$ cat src/hw/rse_pkg.sv
// constants and types for the regulator and load switch enable registers
package rse_pkg;

    // ******************************************************************
    // register indices (byte address is four times the index)
    // ******************************************************************
    localparam logic [6:0] RSE_IDX_AON_ENABLE = 7'h55;
    localparam logic [6:0] RSE_IDX_AON_CONFIG = 7'h56;
    localparam logic [6:0] RSE_IDX_AON_VOLTAGE = 7'h57;
    localparam logic [6:0] RSE_IDX_AON_PIN_SELECT = 7'h58;
    localparam logic [6:0] RSE_IDX_SW1_ENABLE = 7'h59;
    localparam logic [6:0] RSE_IDX_SW1_CONFIG = 7'h5a;
    localparam logic [6:0] RSE_IDX_SW1_PIN_SELECT = 7'h5b;

    // ******************************************************************
    // field positions
    // ******************************************************************
    localparam int RSE_AON_SUPPLY_BIT = 3;
    localparam int RSE_ACT_DSC_BIT = 2;
    localparam int RSE_MODE_BIT = 1;
    localparam int RSE_LOW_Q_BIT = 1;
    localparam int RSE_PSV_DSC_BIT = 0;
    localparam int RSE_SLOT_LSB = 5;
    localparam int RSE_VCODE_W = 5;
    localparam int RSE_PIN_N = 8;

    // ******************************************************************
    // values after reset
    // ******************************************************************
    localparam logic [3:0] RSE_AON_CONFIG_RST = 4'h0;
    localparam logic [4:0] RSE_AON_VOLTAGE_RST = 5'h00;
    localparam logic [7:0] RSE_PIN_SELECT_RST = 8'h00;
    localparam logic [2:0] RSE_SW1_CONFIG_RST = 3'h0;

    // ******************************************************************
    // enumerations
    // ******************************************************************
    typedef enum logic [1:0] {
        RSE_EN_OFF = 2'b00,
        RSE_EN_ON = 2'b01,
        RSE_EN_PINS = 2'b10,
        RSE_EN_RSVD = 2'b11
    } rse_en_field_t;

    typedef enum logic [2:0] {
        RSE_SLOT_OFF = 3'b000,
        RSE_SLOT_ALWAYS = 3'b001,
        RSE_SLOT_AT0 = 3'b010,
        RSE_SLOT_AT25 = 3'b011,
        RSE_SLOT_AT50 = 3'b100,
        RSE_SLOT_CTRL = 3'b111
    } rse_slot_t;

    // boot progress as reported by the sequencer
    localparam logic [2:0] RSE_STAGE_AT0 = 3'h1;
    localparam logic [2:0] RSE_STAGE_AT25 = 3'h2;
    localparam logic [2:0] RSE_STAGE_AT50 = 3'h3;
    localparam logic [2:0] RSE_STAGE_DONE = 3'h4;

    localparam int RSE_SYNC_W = 19;

endpackage : rse_pkg

$ cat src/hw/rse_regs.sv
// enable and configuration registers for the aon regulator and switch one
//
// Our own choice: the Avalon-MM register port.
`timescale 1ns/1ps

module rse_regs
    import rse_pkg::*;
(
    // clock and reset
    input wire logic ref_clk_in,
    input wire logic reset_in,
    // avalon-mm slave
    input wire logic [8:0] avs_address_in,
    input wire logic avs_read_in,
    input wire logic avs_write_in,
    input wire logic [31:0] avs_writedata_in,
    input wire logic [3:0] avs_byteenable_in,
    output logic [31:0] avs_readdata_out,
    output logic avs_waitrequest_out,
    // pins and device state
    input wire logic [7:0] multipurpose_pin_in,
    input wire logic hard_reset_mode_in,
    input wire logic off_mode_in,
    input wire logic [2:0] boot_stage_in,
    input wire logic [2:0] aon_boot_slot_code_in,
    input wire logic [2:0] switch_one_boot_slot_code_in,
    // aon regulator power stage
    output logic aon_enable_out,
    output logic aon_input_source_sel_out,
    output logic aon_switch_mode_sel_out,
    output logic aon_active_discharge_out,
    output logic aon_passive_discharge_out,
    output logic [4:0] aon_voltage_code_out,
    // load switch one power stage
    output logic switch_one_enable_out,
    output logic switch_one_low_quiescent_out,
    output logic switch_one_active_discharge_out,
    output logic switch_one_passive_discharge_out
);

    // ******************************************************************
    // input synchronisers
    // ******************************************************************
    logic [RSE_SYNC_W-1:0] ext_in;
    logic [RSE_SYNC_W-1:0] meta_r;
    logic [RSE_SYNC_W-1:0] sync_r;

    assign ext_in = {switch_one_boot_slot_code_in, aon_boot_slot_code_in,
                     boot_stage_in, off_mode_in, hard_reset_mode_in,
                     multipurpose_pin_in};

    genvar gi;
    generate
        for (gi = 0; gi < RSE_SYNC_W; gi++)
        begin : g_sync
            always_ff @(posedge ref_clk_in or posedge reset_in)
            begin
                if (reset_in)
                begin
                    meta_r[gi] <= 1'b0;
                    sync_r[gi] <= 1'b0;
                end
                else
                begin
                    meta_r[gi] <= ext_in[gi];
                    sync_r[gi] <= meta_r[gi];
                end
            end
        end
    endgenerate

    // straps and stage are static or slow; per-bit sync is acceptable
    logic [7:0] pin_s;
    logic hard_s;
    logic off_s;
    logic [2:0] stage_s;
    rse_slot_t aon_slot;
    rse_slot_t sw1_slot;

    assign pin_s = sync_r[7:0];
    assign hard_s = sync_r[8];
    assign off_s = sync_r[9];
    assign stage_s = sync_r[12:10];
    assign aon_slot = rse_slot_t'(sync_r[15:13]);
    assign sw1_slot = rse_slot_t'(sync_r[18:16]);

    // ******************************************************************
    // avalon-mm handshake
    // ******************************************************************
    // one wait cycle per request, then one accept cycle
    logic wait_r;
    logic req;
    logic accept_wr;
    logic [6:0] idx;

    assign req = avs_read_in | avs_write_in;
    assign idx = avs_address_in[8:2];
    assign accept_wr = avs_write_in & ~wait_r & avs_byteenable_in[0];

    always_ff @(posedge ref_clk_in or posedge reset_in)
    begin
        if (reset_in)
            wait_r <= 1'b1;
        else
            wait_r <= ~(req & wait_r);
    end

    // ******************************************************************
    // registers
    // ******************************************************************
    logic [3:0] aon_cfg_r;
    logic [4:0] aon_vcode_r;
    logic [7:0] aon_pinsel_r;
    rse_en_field_t aon_field_r;
    rse_en_field_t sw1_field_r;
    logic [2:0] sw1_cfg_r;
    logic [7:0] sw1_pinsel_r;

    // only implemented bits are stored, so unused bits never act
    always_ff @(posedge ref_clk_in or posedge reset_in)
    begin
        if (reset_in)
        begin
            aon_cfg_r <= RSE_AON_CONFIG_RST;
            aon_vcode_r <= RSE_AON_VOLTAGE_RST;
            aon_pinsel_r <= RSE_PIN_SELECT_RST;
            aon_field_r <= RSE_EN_OFF;
            sw1_field_r <= RSE_EN_OFF;
            sw1_cfg_r <= RSE_SW1_CONFIG_RST;
            sw1_pinsel_r <= RSE_PIN_SELECT_RST;
        end
        else if (accept_wr)
        begin
            case (idx)
                RSE_IDX_AON_ENABLE:
                    aon_field_r <= rse_en_field_t'(avs_writedata_in[1:0]);
                RSE_IDX_AON_CONFIG:
                    aon_cfg_r <= avs_writedata_in[3:0];
                RSE_IDX_AON_VOLTAGE:
                    aon_vcode_r <= avs_writedata_in[4:0];
                RSE_IDX_AON_PIN_SELECT:
                    aon_pinsel_r <= avs_writedata_in[7:0];
                RSE_IDX_SW1_ENABLE:
                    sw1_field_r <= rse_en_field_t'(avs_writedata_in[1:0]);
                RSE_IDX_SW1_CONFIG:
                    sw1_cfg_r <= avs_writedata_in[2:0];
                RSE_IDX_SW1_PIN_SELECT:
                    sw1_pinsel_r <= avs_writedata_in[7:0];
                default:
                    aon_cfg_r <= aon_cfg_r;
            endcase
        end
    end

    // ******************************************************************
    // read path
    // ******************************************************************
    logic [7:0] rd_byte;

    always_comb
    begin
        rd_byte = 8'h00;
        case (idx)
            RSE_IDX_AON_ENABLE:
                rd_byte = {aon_slot, 3'h0, aon_field_r};
            RSE_IDX_AON_CONFIG:
                rd_byte = {4'h0, aon_cfg_r};
            RSE_IDX_AON_VOLTAGE:
                rd_byte = {3'h0, aon_vcode_r};
            RSE_IDX_AON_PIN_SELECT:
                rd_byte = aon_pinsel_r;
            RSE_IDX_SW1_ENABLE:
                rd_byte = {sw1_slot, 3'h0, sw1_field_r};
            RSE_IDX_SW1_CONFIG:
                rd_byte = {5'h00, sw1_cfg_r};
            RSE_IDX_SW1_PIN_SELECT:
                rd_byte = sw1_pinsel_r;
            default:
                rd_byte = 8'h00;
        endcase
    end

    // read data is caught in the wait cycle and stands through accept
    always_ff @(posedge ref_clk_in or posedge reset_in)
    begin
        if (reset_in)
            avs_readdata_out <= 32'h0000_0000;
        else if (avs_read_in & wait_r)
            avs_readdata_out <= {24'h00_0000, rd_byte};
    end

    assign avs_waitrequest_out = wait_r;

    // ******************************************************************
    // enable decode
    // ******************************************************************
    function automatic logic en_calc(
        input rse_slot_t slot,
        input rse_en_field_t field,
        input logic [7:0] sel,
        input logic [7:0] pins,
        input logic [2:0] stage,
        input logic always_ok
    );
        logic res;
        res = 1'b0;
        case (slot)
            RSE_SLOT_ALWAYS:
                res = always_ok;
            RSE_SLOT_AT0:
                res = (stage >= RSE_STAGE_AT0);
            RSE_SLOT_AT25:
                res = (stage >= RSE_STAGE_AT25);
            RSE_SLOT_AT50:
                res = (stage >= RSE_STAGE_AT50);
            RSE_SLOT_CTRL:
                if (stage >= RSE_STAGE_DONE)
                begin
                    case (field)
                        RSE_EN_ON:
                            res = 1'b1;
                        RSE_EN_PINS:
                            res = |(sel & pins);
                        default:
                            res = 1'b0;
                    endcase
                end
            default:
                res = 1'b0;
        endcase
        return res;
    endfunction : en_calc

    logic aon_en_nxt;
    logic sw1_en_nxt;

    always_comb
    begin
        aon_en_nxt = en_calc(aon_slot, aon_field_r, aon_pinsel_r,
                             pin_s, stage_s, 1'b1);
        // the switch has no always-on slot; that code is reserved
        sw1_en_nxt = en_calc(sw1_slot, sw1_field_r, sw1_pinsel_r,
                             pin_s, stage_s, 1'b0);
    end

    // ******************************************************************
    // power stage controls
    // ******************************************************************
    always_ff @(posedge ref_clk_in or posedge reset_in)
    begin
        if (reset_in)
        begin
            aon_enable_out <= 1'b0;
            switch_one_enable_out <= 1'b0;
        end
        else
        begin
            aon_enable_out <= aon_en_nxt;
            switch_one_enable_out <= sw1_en_nxt;
        end
    end

    // mode is sampled only while the regulator is off
    always_ff @(posedge ref_clk_in or posedge reset_in)
    begin
        if (reset_in)
            aon_switch_mode_sel_out <= 1'b0;
        else if (!aon_enable_out & !aon_en_nxt)
            aon_switch_mode_sel_out <= aon_cfg_r[RSE_MODE_BIT];
    end

    always_ff @(posedge ref_clk_in or posedge reset_in)
    begin
        if (reset_in)
        begin
            aon_input_source_sel_out <= 1'b0;
            aon_voltage_code_out <= RSE_AON_VOLTAGE_RST;
            switch_one_low_quiescent_out <= 1'b0;
        end
        else
        begin
            aon_input_source_sel_out <= aon_cfg_r[RSE_AON_SUPPLY_BIT];
            aon_voltage_code_out <= aon_vcode_r;
            switch_one_low_quiescent_out <= sw1_cfg_r[RSE_LOW_Q_BIT];
        end
    end

    // hard reset always discharges; enable bits extend it to off time
    always_ff @(posedge ref_clk_in or posedge reset_in)
    begin
        if (reset_in)
        begin
            aon_active_discharge_out <= 1'b0;
            aon_passive_discharge_out <= 1'b0;
            switch_one_active_discharge_out <= 1'b0;
            switch_one_passive_discharge_out <= 1'b0;
        end
        else
        begin
            aon_active_discharge_out <= hard_s
                | (aon_cfg_r[RSE_ACT_DSC_BIT] & ~aon_en_nxt);
            aon_passive_discharge_out <= hard_s
                | (aon_cfg_r[RSE_PSV_DSC_BIT] & ~aon_en_nxt);
            switch_one_active_discharge_out <= hard_s
                | (sw1_cfg_r[RSE_ACT_DSC_BIT] & ~sw1_en_nxt);
            switch_one_passive_discharge_out <= hard_s | off_s
                | (sw1_cfg_r[RSE_PSV_DSC_BIT] & ~sw1_en_nxt);
        end
    end
endmodule : rse_regs

$ cat config.mk
export PLATFORM = sky130hd
export DESIGN_NAME = rse_regs
export DESIGN_NICKNAME = d
export VERILOG_FILES = /design/src/hw/rse_pkg.sv /design/src/hw/rse_regs.sv
export SDC_FILE = /design/constraint.sdc
export NUM_CORES = 1
export LEC_CHECK = 0
export BUFFER_PORTS_ARGS = -buffer_cell sky130_fd_sc_hd__buf_2
export CAP_MARGIN = 20
export CORE_AREA = 2 2 101 103
export DETAILED_ROUTE_END_ITERATION = 10
export DIE_AREA = 0 0 103 105
export PLACE_DENSITY_LB_ADDON = 0.2
export SYNTH_ARGS = -nofsm -noshare
export SYNTH_HDL_FRONTEND = slang
export SYNTH_SLANG_ARGS = --single-unit
$ cat constraint.sdc
create_clock -name ref_clk_in -period 2.5 [get_ports ref_clk_in]
set_clock_uncertainty 0.05 [all_clocks]
set_input_delay 0.25 -clock ref_clk_in [delete_from_list [all_inputs] [get_ports ref_clk_in]]
set_output_delay 0.25 -clock ref_clk_in [all_outputs]
set_load 0.005 [all_outputs]
==> results of run 1 <==
-- worst reg2reg max path, cell delays in order, from the launching register on --
cell,delay [ns]
sky130_fd_sc_hd__dfrtp_1,0.39
sky130_fd_sc_hd__inv_1,0.11
sky130_fd_sc_hd__ha_1,0.24
sky130_fd_sc_hd__and4b_1,0.26
sky130_fd_sc_hd__nand3_1,0.10
sky130_fd_sc_hd__a31oi_1,0.22
sky130_fd_sc_hd__nor2_1,0.14
sky130_fd_sc_hd__a211o_1,0.31
-- synth_stat cells (2+ instances only) --
master,n
sky130_fd_sc_hd__a21o_1,3
sky130_fd_sc_hd__a21oi_1,6
sky130_fd_sc_hd__a221oi_1,2
sky130_fd_sc_hd__a222oi_1,3
sky130_fd_sc_hd__a22o_1,7
sky130_fd_sc_hd__a22oi_1,7
sky130_fd_sc_hd__and2_1,2
sky130_fd_sc_hd__buf_4,26
sky130_fd_sc_hd__dfrtp_1,92
sky130_fd_sc_hd__ha_1,4
sky130_fd_sc_hd__inv_1,9
sky130_fd_sc_hd__mux2_2,31
sky130_fd_sc_hd__mux2i_1,3
sky130_fd_sc_hd__nand2_1,16
sky130_fd_sc_hd__nand2b_1,5
sky130_fd_sc_hd__nand3_1,5
sky130_fd_sc_hd__nor2_1,13
sky130_fd_sc_hd__nor2b_1,4
sky130_fd_sc_hd__nor3_1,2
sky130_fd_sc_hd__nor3_4,2
sky130_fd_sc_hd__o21ai_0,16
sky130_fd_sc_hd__o22ai_1,3
-- area by class of cell --
cell class                 count  area (um^2)  area share (%)
clock buffer                  12          145            3.16
sequential                    93         2330            50.6
inverter                       9         37.5           0.816
clock inverter                 4         95.1            2.07
tap                          133          166            3.62
multi-input combinational    181         1300            28.3
timing repair buffer          82          526            11.4
-- logic make-up after synthesis --
logic type | count (synthesis) | share of synthesized area (%)
AOI/OAI and AO/OA | 57 | 10.8
adders and majority gates | 4 | 1.33
other | 1 | 0.0994
DFF | 93 | 61.7
buffers and inverters | 35 | 6.07
and+or+nand+nor | 62 | 9.95
muxes | 34 | 10.1
-- sequential cells by signal, summed over array words and instances (netlist names), 2 cells and up --
signal and cells:
meta_r 19, aon_pinsel_r 8, avs_readdata_out 8, pin_s 8
sw1_pinsel_r 8, aon_vcode_r 5, aon_voltage_code_out 5, aon_cfg_r 4
aon_slot 3, stage_s 3, sw1_cfg_r 3, sw1_slot 3
aon_field_r 2, sw1_field_r 2
-- how the worst max path moves through the flow --
stage | end | start
after floorplan | aon_switch_mode_sel_out | aon_field_r[0]
final | switch_one_passive_discharge_out | sw1_field_r[0]
after CTS | switch_one_passive_discharge_out | sw1_field_r[0]
after global routing | switch_one_passive_discharge_out | sw1_field_r[0]
after global placement | aon_cfg_r[1] | avs_address_in[3]
after detailed placement | aon_cfg_r[1] | avs_address_in[3]
-- metal layers --
| metal | up-vias | global-route usage, % |
|---|---|---|
| met5 | - | 0 |
| met1 | 1178 | 20.9 |
| met4 | 0 | 6.48 |
| li1 | 1156 | - |
| met2 | 93 | 23.8 |
| met3 | 10 | 2.88 |
-- where the power goes --
part	internal, mW	leakage [nW]	switching (mW)	total [mW]
combinational	0.0971	0.959	0.119	0.217
sequential	1.56	1.17	0.0349	1.60
clock	0.691	0.121	0.489	1.18
-- repair_timing --
| item | 4_1_cts | 5_1_grt |
|---|---|---|
| buffers inserted | 0 | 0 |
| hold buffers | 20 | 0 |
| endpoints found under the hold margin | 44 | 0 |
| setup endpoints to repair | 0 | 0 |
==> results.env, run 1 <==
STATUS='finished clean'
NUMBER_OF_INSTANCES_IN_THE_SYNTHESIZED_NETLIST=286
NUMBER_OF_ENABLE_TYPE_REGISTER_CELLS_IN_THE_SYNTHESIZED_NETLIST=0
MAPPEDNETLISTAREA_UM2=3770
MIN_CLOCK_PERIOD_POST_ROUTE_NS=1.91
HOLDCRITSTARTPOINT='avs_read_in'
CTS_TREE='done'
DETAILEDROUTE.FIRSTPASSITERATIONCOUNT=4
DIEWIDTH_UM=103
CLKSINKCOUNT=93
INITIALDRTVIOLATIONCOUNT=123
FLIP_FLOP_CELL_WITH_THE_HIGHEST_COUNT_AFTER_SYNTHESIS='sky130_fd_sc_hd__dfrtp_1'
LAYOUT_COMMON_CELLS='92 x sky130_fd_sc_hd__dfrtp_1, 61 x sky130_fd_sc_hd__buf_2, 31 x sky130_fd_sc_hd__mux2_2'
DR.MAX_LAYER_USED='met4'
FMAXACHIEVABLE_GHz=0.523
BOUNDARYPINS=115
WORSTHOLDENDPOINT='avs_waitrequest_out'
UTILIZATION_PCT=47.7
RSZ0062_AT_GRT='no'
LAYOUT_SETUP_WS_NS=0.589
GRT_REMAINING_OVERFLOW=0
SYNTH_TOP_CELL_AREA_SHARE_PCT=61.0
POST_DRT_WL_PER_CELL_UM=14.9
CLOCKBUFFERDEPTH=2
FINAL.SETUP.TNS_NS=0
ROW_COUNT=36
CRITPATHMAXSTAGEDELAY_NS=0.39
CRITPATHSLOWESTCELL='sky130_fd_sc_hd__dfrtp_1'
SYNTHESIS.YOSYS.WARNINGS=0
FIN_HOLD_WS_NS=0.0148
FINALNETCOUNT=448
ANTENNADIODECOUNT=0
WORSTREG2REGEND='switch_one_passive_discharge_out'
WORST_HOLD_PATH_TYPE='input pin to register'
WL_MET2_UM=3670
TIMING.CRITICAL_PATH.FANOUT_MAX=3
CRIT_PATH_END_KIND='register'
DIE_AREA_UM2=10800
POSTROUTEANTENNANETS=0
SYNTHTOLAYOUTAREAGROWTH_PCT=21.9
ROUTEDLENGTHMET1_UM=3460
DRT_WL_TOTAL_UM=7670
CLKLATENCYLATEPIN_NS=0.35
GRT_PASS1_VIAS=2372
GRT_FIRST_PASS_WIRELENGTH_UM=12400
CAP_VIOL_MAX_COUNT=0
POST_ROUTE_CELLS_DRIVE_ABOVE_1_SHARE_PCT=31.5
SYNTH_SEQ_CELLS=93
INITIAL_ANTENNA_VIOLATION_COUNT=0
REPORT.FINAL.SLEW_VIOL_COUNT=0
WORST_SLEW_PIN_SLEW_NS=0.620
CTSHTREEMAXLEVEL=3
NUMBER_OF_CELLS_TRAVERSED_BY_THE_WORST_REGISTER_TO_REGISTER_PATH=7
MET3WIRELENGTH_UM=426
CHIP_HEIGHT_UM=105
FP.COREAREA_UM2=9640
WORST-R2R-SETUP-SLACK_NS=0.59
SYNTH.YOSYS.SEQ_AREA_SHARE_PCT=61.7
TIMING.HOLD.WORST_PATH_DEPTH=2
PLACED_AREA_UM2=4160
WORST_IR_DROP_VDD_mV=0.299
SYNTH_TOP_CELLS_BY_AREA='sky130_fd_sc_hd__dfrtp_1 61%, sky130_fd_sc_hd__mux2_2 9.3%, sky130_fd_sc_hd__buf_4 5.2%'
REG2REG_LAUNCH_POINT='sw1_field_r[0]'
FLOORPLAN.INITIALDENSITY_PCT=39.1
ROUTABILITYCONGESTION=0.768
CRITICAL_PATH_REQUIRED_TIME_NS=2.69
REPORT.FINAL.HOLD_VIOL_COUNT=0
POST-SYNTH-TOP-AREA-CELL='sky130_fd_sc_hd__dfrtp_1'
PWR_DENSITY_CELL_nW_PER_UM2=651
GLOBALROUTETOTALUTIL_PCT=15.3
CP_NUM_BUF_INV=1
PLACE.DETAILED.INSTANCES=478
SLEW-LIMIT-HEADROOM_PCT=58.4
ASYNC_RESET_FF_SHARE_PCT=100
TIMING.FINAL.SETUP_VIOLATIONS=0
MOSTFREQUENTLAYOUTCELL='sky130_fd_sc_hd__dfrtp_1'
SYNTH_CELL_TYPES=47
SETUP.WORST_PATH.CLASS='register to register'
GRT_MAX_DEGREE=68
STATIC-LEAKAGE-POWER_nW=2.25
POST_ROUTE_TOTAL_POWER_mW=2.99
WORSTSETUPSTARTPOINTTYPE='register'
NUM_VIAS=2437
TIMING.CRITICAL_PATH.ARRIVAL_NS=2.11
FILLER_FREE_CELL_COUNT_OF_THE_FINISHED_DESIGN=514
CTS_ROOT_BUFFER='sky130_fd_sc_hd__clkbuf_8'
KIND_OF_CELL_ADDING_THE_MOST_DELAY_TO_THE_CRITICAL_PATH='compound AO/OA/AOI/OAI gates'
CP_NUM_CELLS=7
FRACTION_OF_THE_CYCLE_THE_FINAL_WORST_PATH_NEEDS_PCT=76.5
FILLERINSTANCES=871
SYN_AVG_CELL_AREA_UM2=13.2
PLACE.PORT_BUFFERS=61
ROUTE.DETAILED.DRC=0
CTS_BUFFERS=9
VIASPERCELL=4.74
CTS.CLK_SLEW.WORST_PATHS_NS=0.08
CTS_RESIZED=0
PRE_CTS_WS_NS=0.500
FIN_AREA_UM2=4600
DETAILED_PLACE_HPWL_UM=5530
WORSTPATHCELLLIST='inv_1, ha_1, and4b_1, nand3_1, a31oi_1, nor2_1, a211o_1'
Note: power is estimated with default switching activity, not from simulation.
==> inputs of run 2 (changes only) <==
clock period = 1.71 ns   (was 2.5 ns; I/O delays follow)
==> run 2 against run 1 <==
The flow now finishes with violations (negative setup slack); first-iteration DRC count decreased by 23%; worst hold slack got worse by 0.0028 ns; critical endpoint is now aon_switch_mode_sel_out; die area unchanged; largest power group unchanged.
==> results.env, run 2 (synthesized netlist as in run 1, its figures left out) <==
FRACTION_OF_THE_CYCLE_THE_FINAL_WORST_PATH_NEEDS_PCT=101  # was 76.5%
MOSTFREQUENTLAYOUTCELL='sky130_fd_sc_hd__dfrtp_1'  # unchanged
STATIC-LEAKAGE-POWER_nW=2.37  # was 2.25 nW
PWR_DENSITY_CELL_nW_PER_UM2=889  # was 651 nW/um^2
STATUS='complete, but fails checks'  # was finished clean
FP.COREAREA_UM2=9640  # unchanged
NETSWITCHINGFRACTION_PCT=22.9  # was 21.5%
FINALNETCOUNT=472  # was 448
CTSHTREEMAXLEVEL=3  # unchanged
POST_DRT_WL_PER_CELL_UM=15.3  # was 14.9 um
UTILIZATION_PCT=50.1  # was 47.7%
FILLER_FREE_CELL_COUNT_OF_THE_FINISHED_DESIGN=537  # was 514
FILLERINSTANCES=876  # was 871
CTS_ROOT_BUFFER='sky130_fd_sc_hd__clkbuf_8'  # unchanged
BOUNDARYPINS=115  # unchanged
SLEW-LIMIT-HEADROOM_PCT=62.4  # was 58.4%
GRT_FIRST_PASS_WIRELENGTH_UM=13100  # was 12400 um
CRIT_PATH_END_KIND='register'  # unchanged
POST_ROUTE_CELLS_DRIVE_ABOVE_1_SHARE_PCT=37.4  # was 31.5%
CTS_BUFFERS=9  # unchanged
GRT_REMAINING_OVERFLOW=0  # unchanged
CHIP_HEIGHT_UM=105  # unchanged
DETAILED_PLACE_HPWL_UM=5950  # was 5530 um
GRT_PASS1_VIAS=2445  # was 2372
DIEWIDTH_UM=103  # unchanged
ROW_COUNT=36  # unchanged
P_COMB_SHARE_PCT=8.5  # was 7.2%
FMAXACHIEVABLE_GHz=0.577  # was 0.523 GHz
CTS.CLK_SLEW.WORST_PATHS_NS=0.09  # was 0.08 ns
POWER.SWITCHING_uW=982  # was 644 uW
FLOORPLAN.INITIALDENSITY_PCT=39.1  # unchanged
INITIAL_ANTENNA_VIOLATION_COUNT=0  # unchanged
PLACE.PORT_BUFFERS=61  # unchanged
PRE_CTS_WS_NS=-0.0576  # was 0.500 ns
LAYOUT_COMMON_CELLS='92 x sky130_fd_sc_hd__dfrtp_1, 61 x sky130_fd_sc_hd__buf_2, 30 x sky130_fd_sc_hd__mux2_2'  # was 92 x sky130_fd_sc_hd__dfrtp_1, 61 x sky130_fd_sc_hd__buf_2, 31 x sky130_fd_sc_hd__mux2_2
CLKLATENCYLATEPIN_NS=0.37  # was 0.35 ns
DIE_AREA_UM2=10800  # unchanged
POSTROUTEANTENNANETS=0  # unchanged
ROUTE.DETAILED.DRC=0  # unchanged
REPORT.FINAL.SLEW_VIOL_COUNT=0  # unchanged
VIASPERCELL=4.71  # was 4.74
REPORT.FINAL.HOLD_VIOL_COUNT=0  # unchanged
TIMING.FINAL.SETUP_VIOLATIONS=1  # was 0
DRT_WL_TOTAL_UM=8240  # was 7670 um
GRT_MAX_DEGREE=32  # was 68
ANTENNADIODECOUNT=0  # unchanged
PLACE.DETAILED.INSTANCES=500  # was 478
WORSTSETUPSTARTPOINTTYPE='register'  # unchanged
LARGEST_REGISTER_FF_COUNT=19  # unchanged
NUM_VIAS=2527  # was 2437
GLOBALROUTETOTALUTIL_PCT=16.5  # was 15.3%
REGISTER_CONTAINING_THE_MOST_FLIP_FLOPS_IN_THE_FINAL_LAYOUT='meta_r'  # unchanged
WORST_IR_DROP_VDD_mV=0.487  # was 0.299 mV
SYNTHTOLAYOUTAREAGROWTH_PCT=28.2  # was 21.9%
CLOCKBUFFERDEPTH=2  # unchanged
SEQ_POWER_SHARE_PCT=54.4  # was 53.3%
CTS_TREE='done'  # unchanged
MIN_CLOCK_PERIOD_POST_ROUTE_NS=1.73  # was 1.91 ns
ROUTABILITYCONGESTION=0.823  # was 0.768
LAYOUT_SETUP_WS_NS=-0.0225  # was 0.589 ns
CAP_VIOL_MAX_COUNT=0  # unchanged
TIMING.CRITICAL_PATH.FANOUT_MAX=2  # was 3
FAILED_CHECKS='negative setup slack'
POST_CTS_BUFFERS=0  # unchanged
WORST_HOLD_PATH_TYPE='input pin to register'  # unchanged
CRITICAL_PATH_REQUIRED_TIME_NS=1.91  # was 2.69 ns
WORST_SLEW_PIN_SLEW_NS=0.563  # was 0.620 ns
DETAILEDROUTE.FIRSTPASSITERATIONCOUNT=4  # unchanged
RSZ0062_AT_GRT='yes'  # was no
INITIALDRTVIOLATIONCOUNT=95  # was 123
SETUP.WORST_PATH.CLASS='register to register'  # unchanged
TIMING.CRITICAL_PATH.ARRIVAL_NS=1.93  # was 2.11 ns
CLOCK_POWER_SHARE_PCT=37.1  # was 39.4%
P_INT_mW=3.31  # was 2.35 mW
CLKSINKCOUNT=93  # unchanged
[run 2: changes by cell type in the layout (fill, tap and decap cells not counted), sizes merged]
cell,delta
bufinv,-1
buf,+22
clkbuf,-1
clkinvlp,+1
dlygate4sd3,+2
[run 2: layout make-up]
cell class	instances	area, um^2	area share, %
clock buffer	11	141	2.93
clock inverter	4	72.6	1.50
inverter	9	37.5	0.777
multi-input combinational	181	1350	28.0
sequential	93	2330	48.2
tap	133	166	3.44
timing repair buffer	106	736	15.2
[run 2: timing repair]
item                       CTS  global route
setup endpoints to repair    2             6
hold buffers                22             0
pin swaps                    3             0
hold endpoints to repair    38             0
resized for setup            8             3
[run 2: per-layer routing]
| layer | vias to the layer above | GRT usage [%] | part of all wire [%] | wire length, um |
|---|---|---|---|---|
| li1 | 1195 | - | - | - |
| met1 | 1237 | 22.1 | 45 | 3670 |
| met2 | 85 | 26.0 | 49 | 4000 |
| met3 | 10 | 3.75 | 5.5 | 457 |
| met4 | 0 | 5.92 | 1.4 | 113 |
| met5 | - | 0 | 0 | 0 |
[run 2: critical path: stages, from the launching register on]
cell and delay [ns]:
sky130_fd_sc_hd__dfrtp_1 0.41, sky130_fd_sc_hd__ha_4 0.27, sky130_fd_sc_hd__nor3b_2 0.04, sky130_fd_sc_hd__a221o_1 0.34, sky130_fd_sc_hd__a211oi_2 0.19, sky130_fd_sc_hd__mux2_4 0.32
[run 2: worst paths after layout]
path | start | cells after the start | slack, ns | to
max | aon_field_r[1] | 5 | -0.02 | aon_switch_mode_sel_out
min | avs_writedata_in[6] | 2 | 0.01 | sw1_pinsel_r[6]
max reg2reg | aon_field_r[1] | 5 | -0.02 | aon_switch_mode_sel_out
min reg2reg | meta_r[7] | 0 | 0.30 | pin_s[7]
max in group asynchronous | reset_in | 4 | 0.67 | aon_vcode_r[1]
min in group asynchronous | reset_in | 3 | 0.35 | aon_pinsel_r[0]
[run 2: power by group through the flow]
| stage | clock network, mW | logic [mW] | registers [mW] |
|---|---|---|---|
| after CTS | 1.63 | 0.367 | 2.34 |
| final | 1.59 | 0.366 | 2.34 |
| after global routing | 1.74 | 0.413 | 2.35 |
| after global placement | 0 | 0.314 | 2.38 |
| after floorplan | 0 | 0.204 | 2.37 |
| after detailed placement | 0 | 0.319 | 2.38 |
[run 2: through the flow]
stage / hold slack (ns) / cell area (um^2) / power, mW / setup TNS [ns]
floorplan: 0.152 / 3860 / 2.57 / 0
global placement: 0.207 / 4350 / 2.69 / -0.0671
detailed placement: 0.214 / 4350 / 2.70 / -0.0593
CTS: 0.000632 / 4820 / 4.34 / -0.0213
global route: 0.00905 / 4830 / 4.50 / -0.206
finish: 0.0120 / 4830 / 4.29 / -0.0225
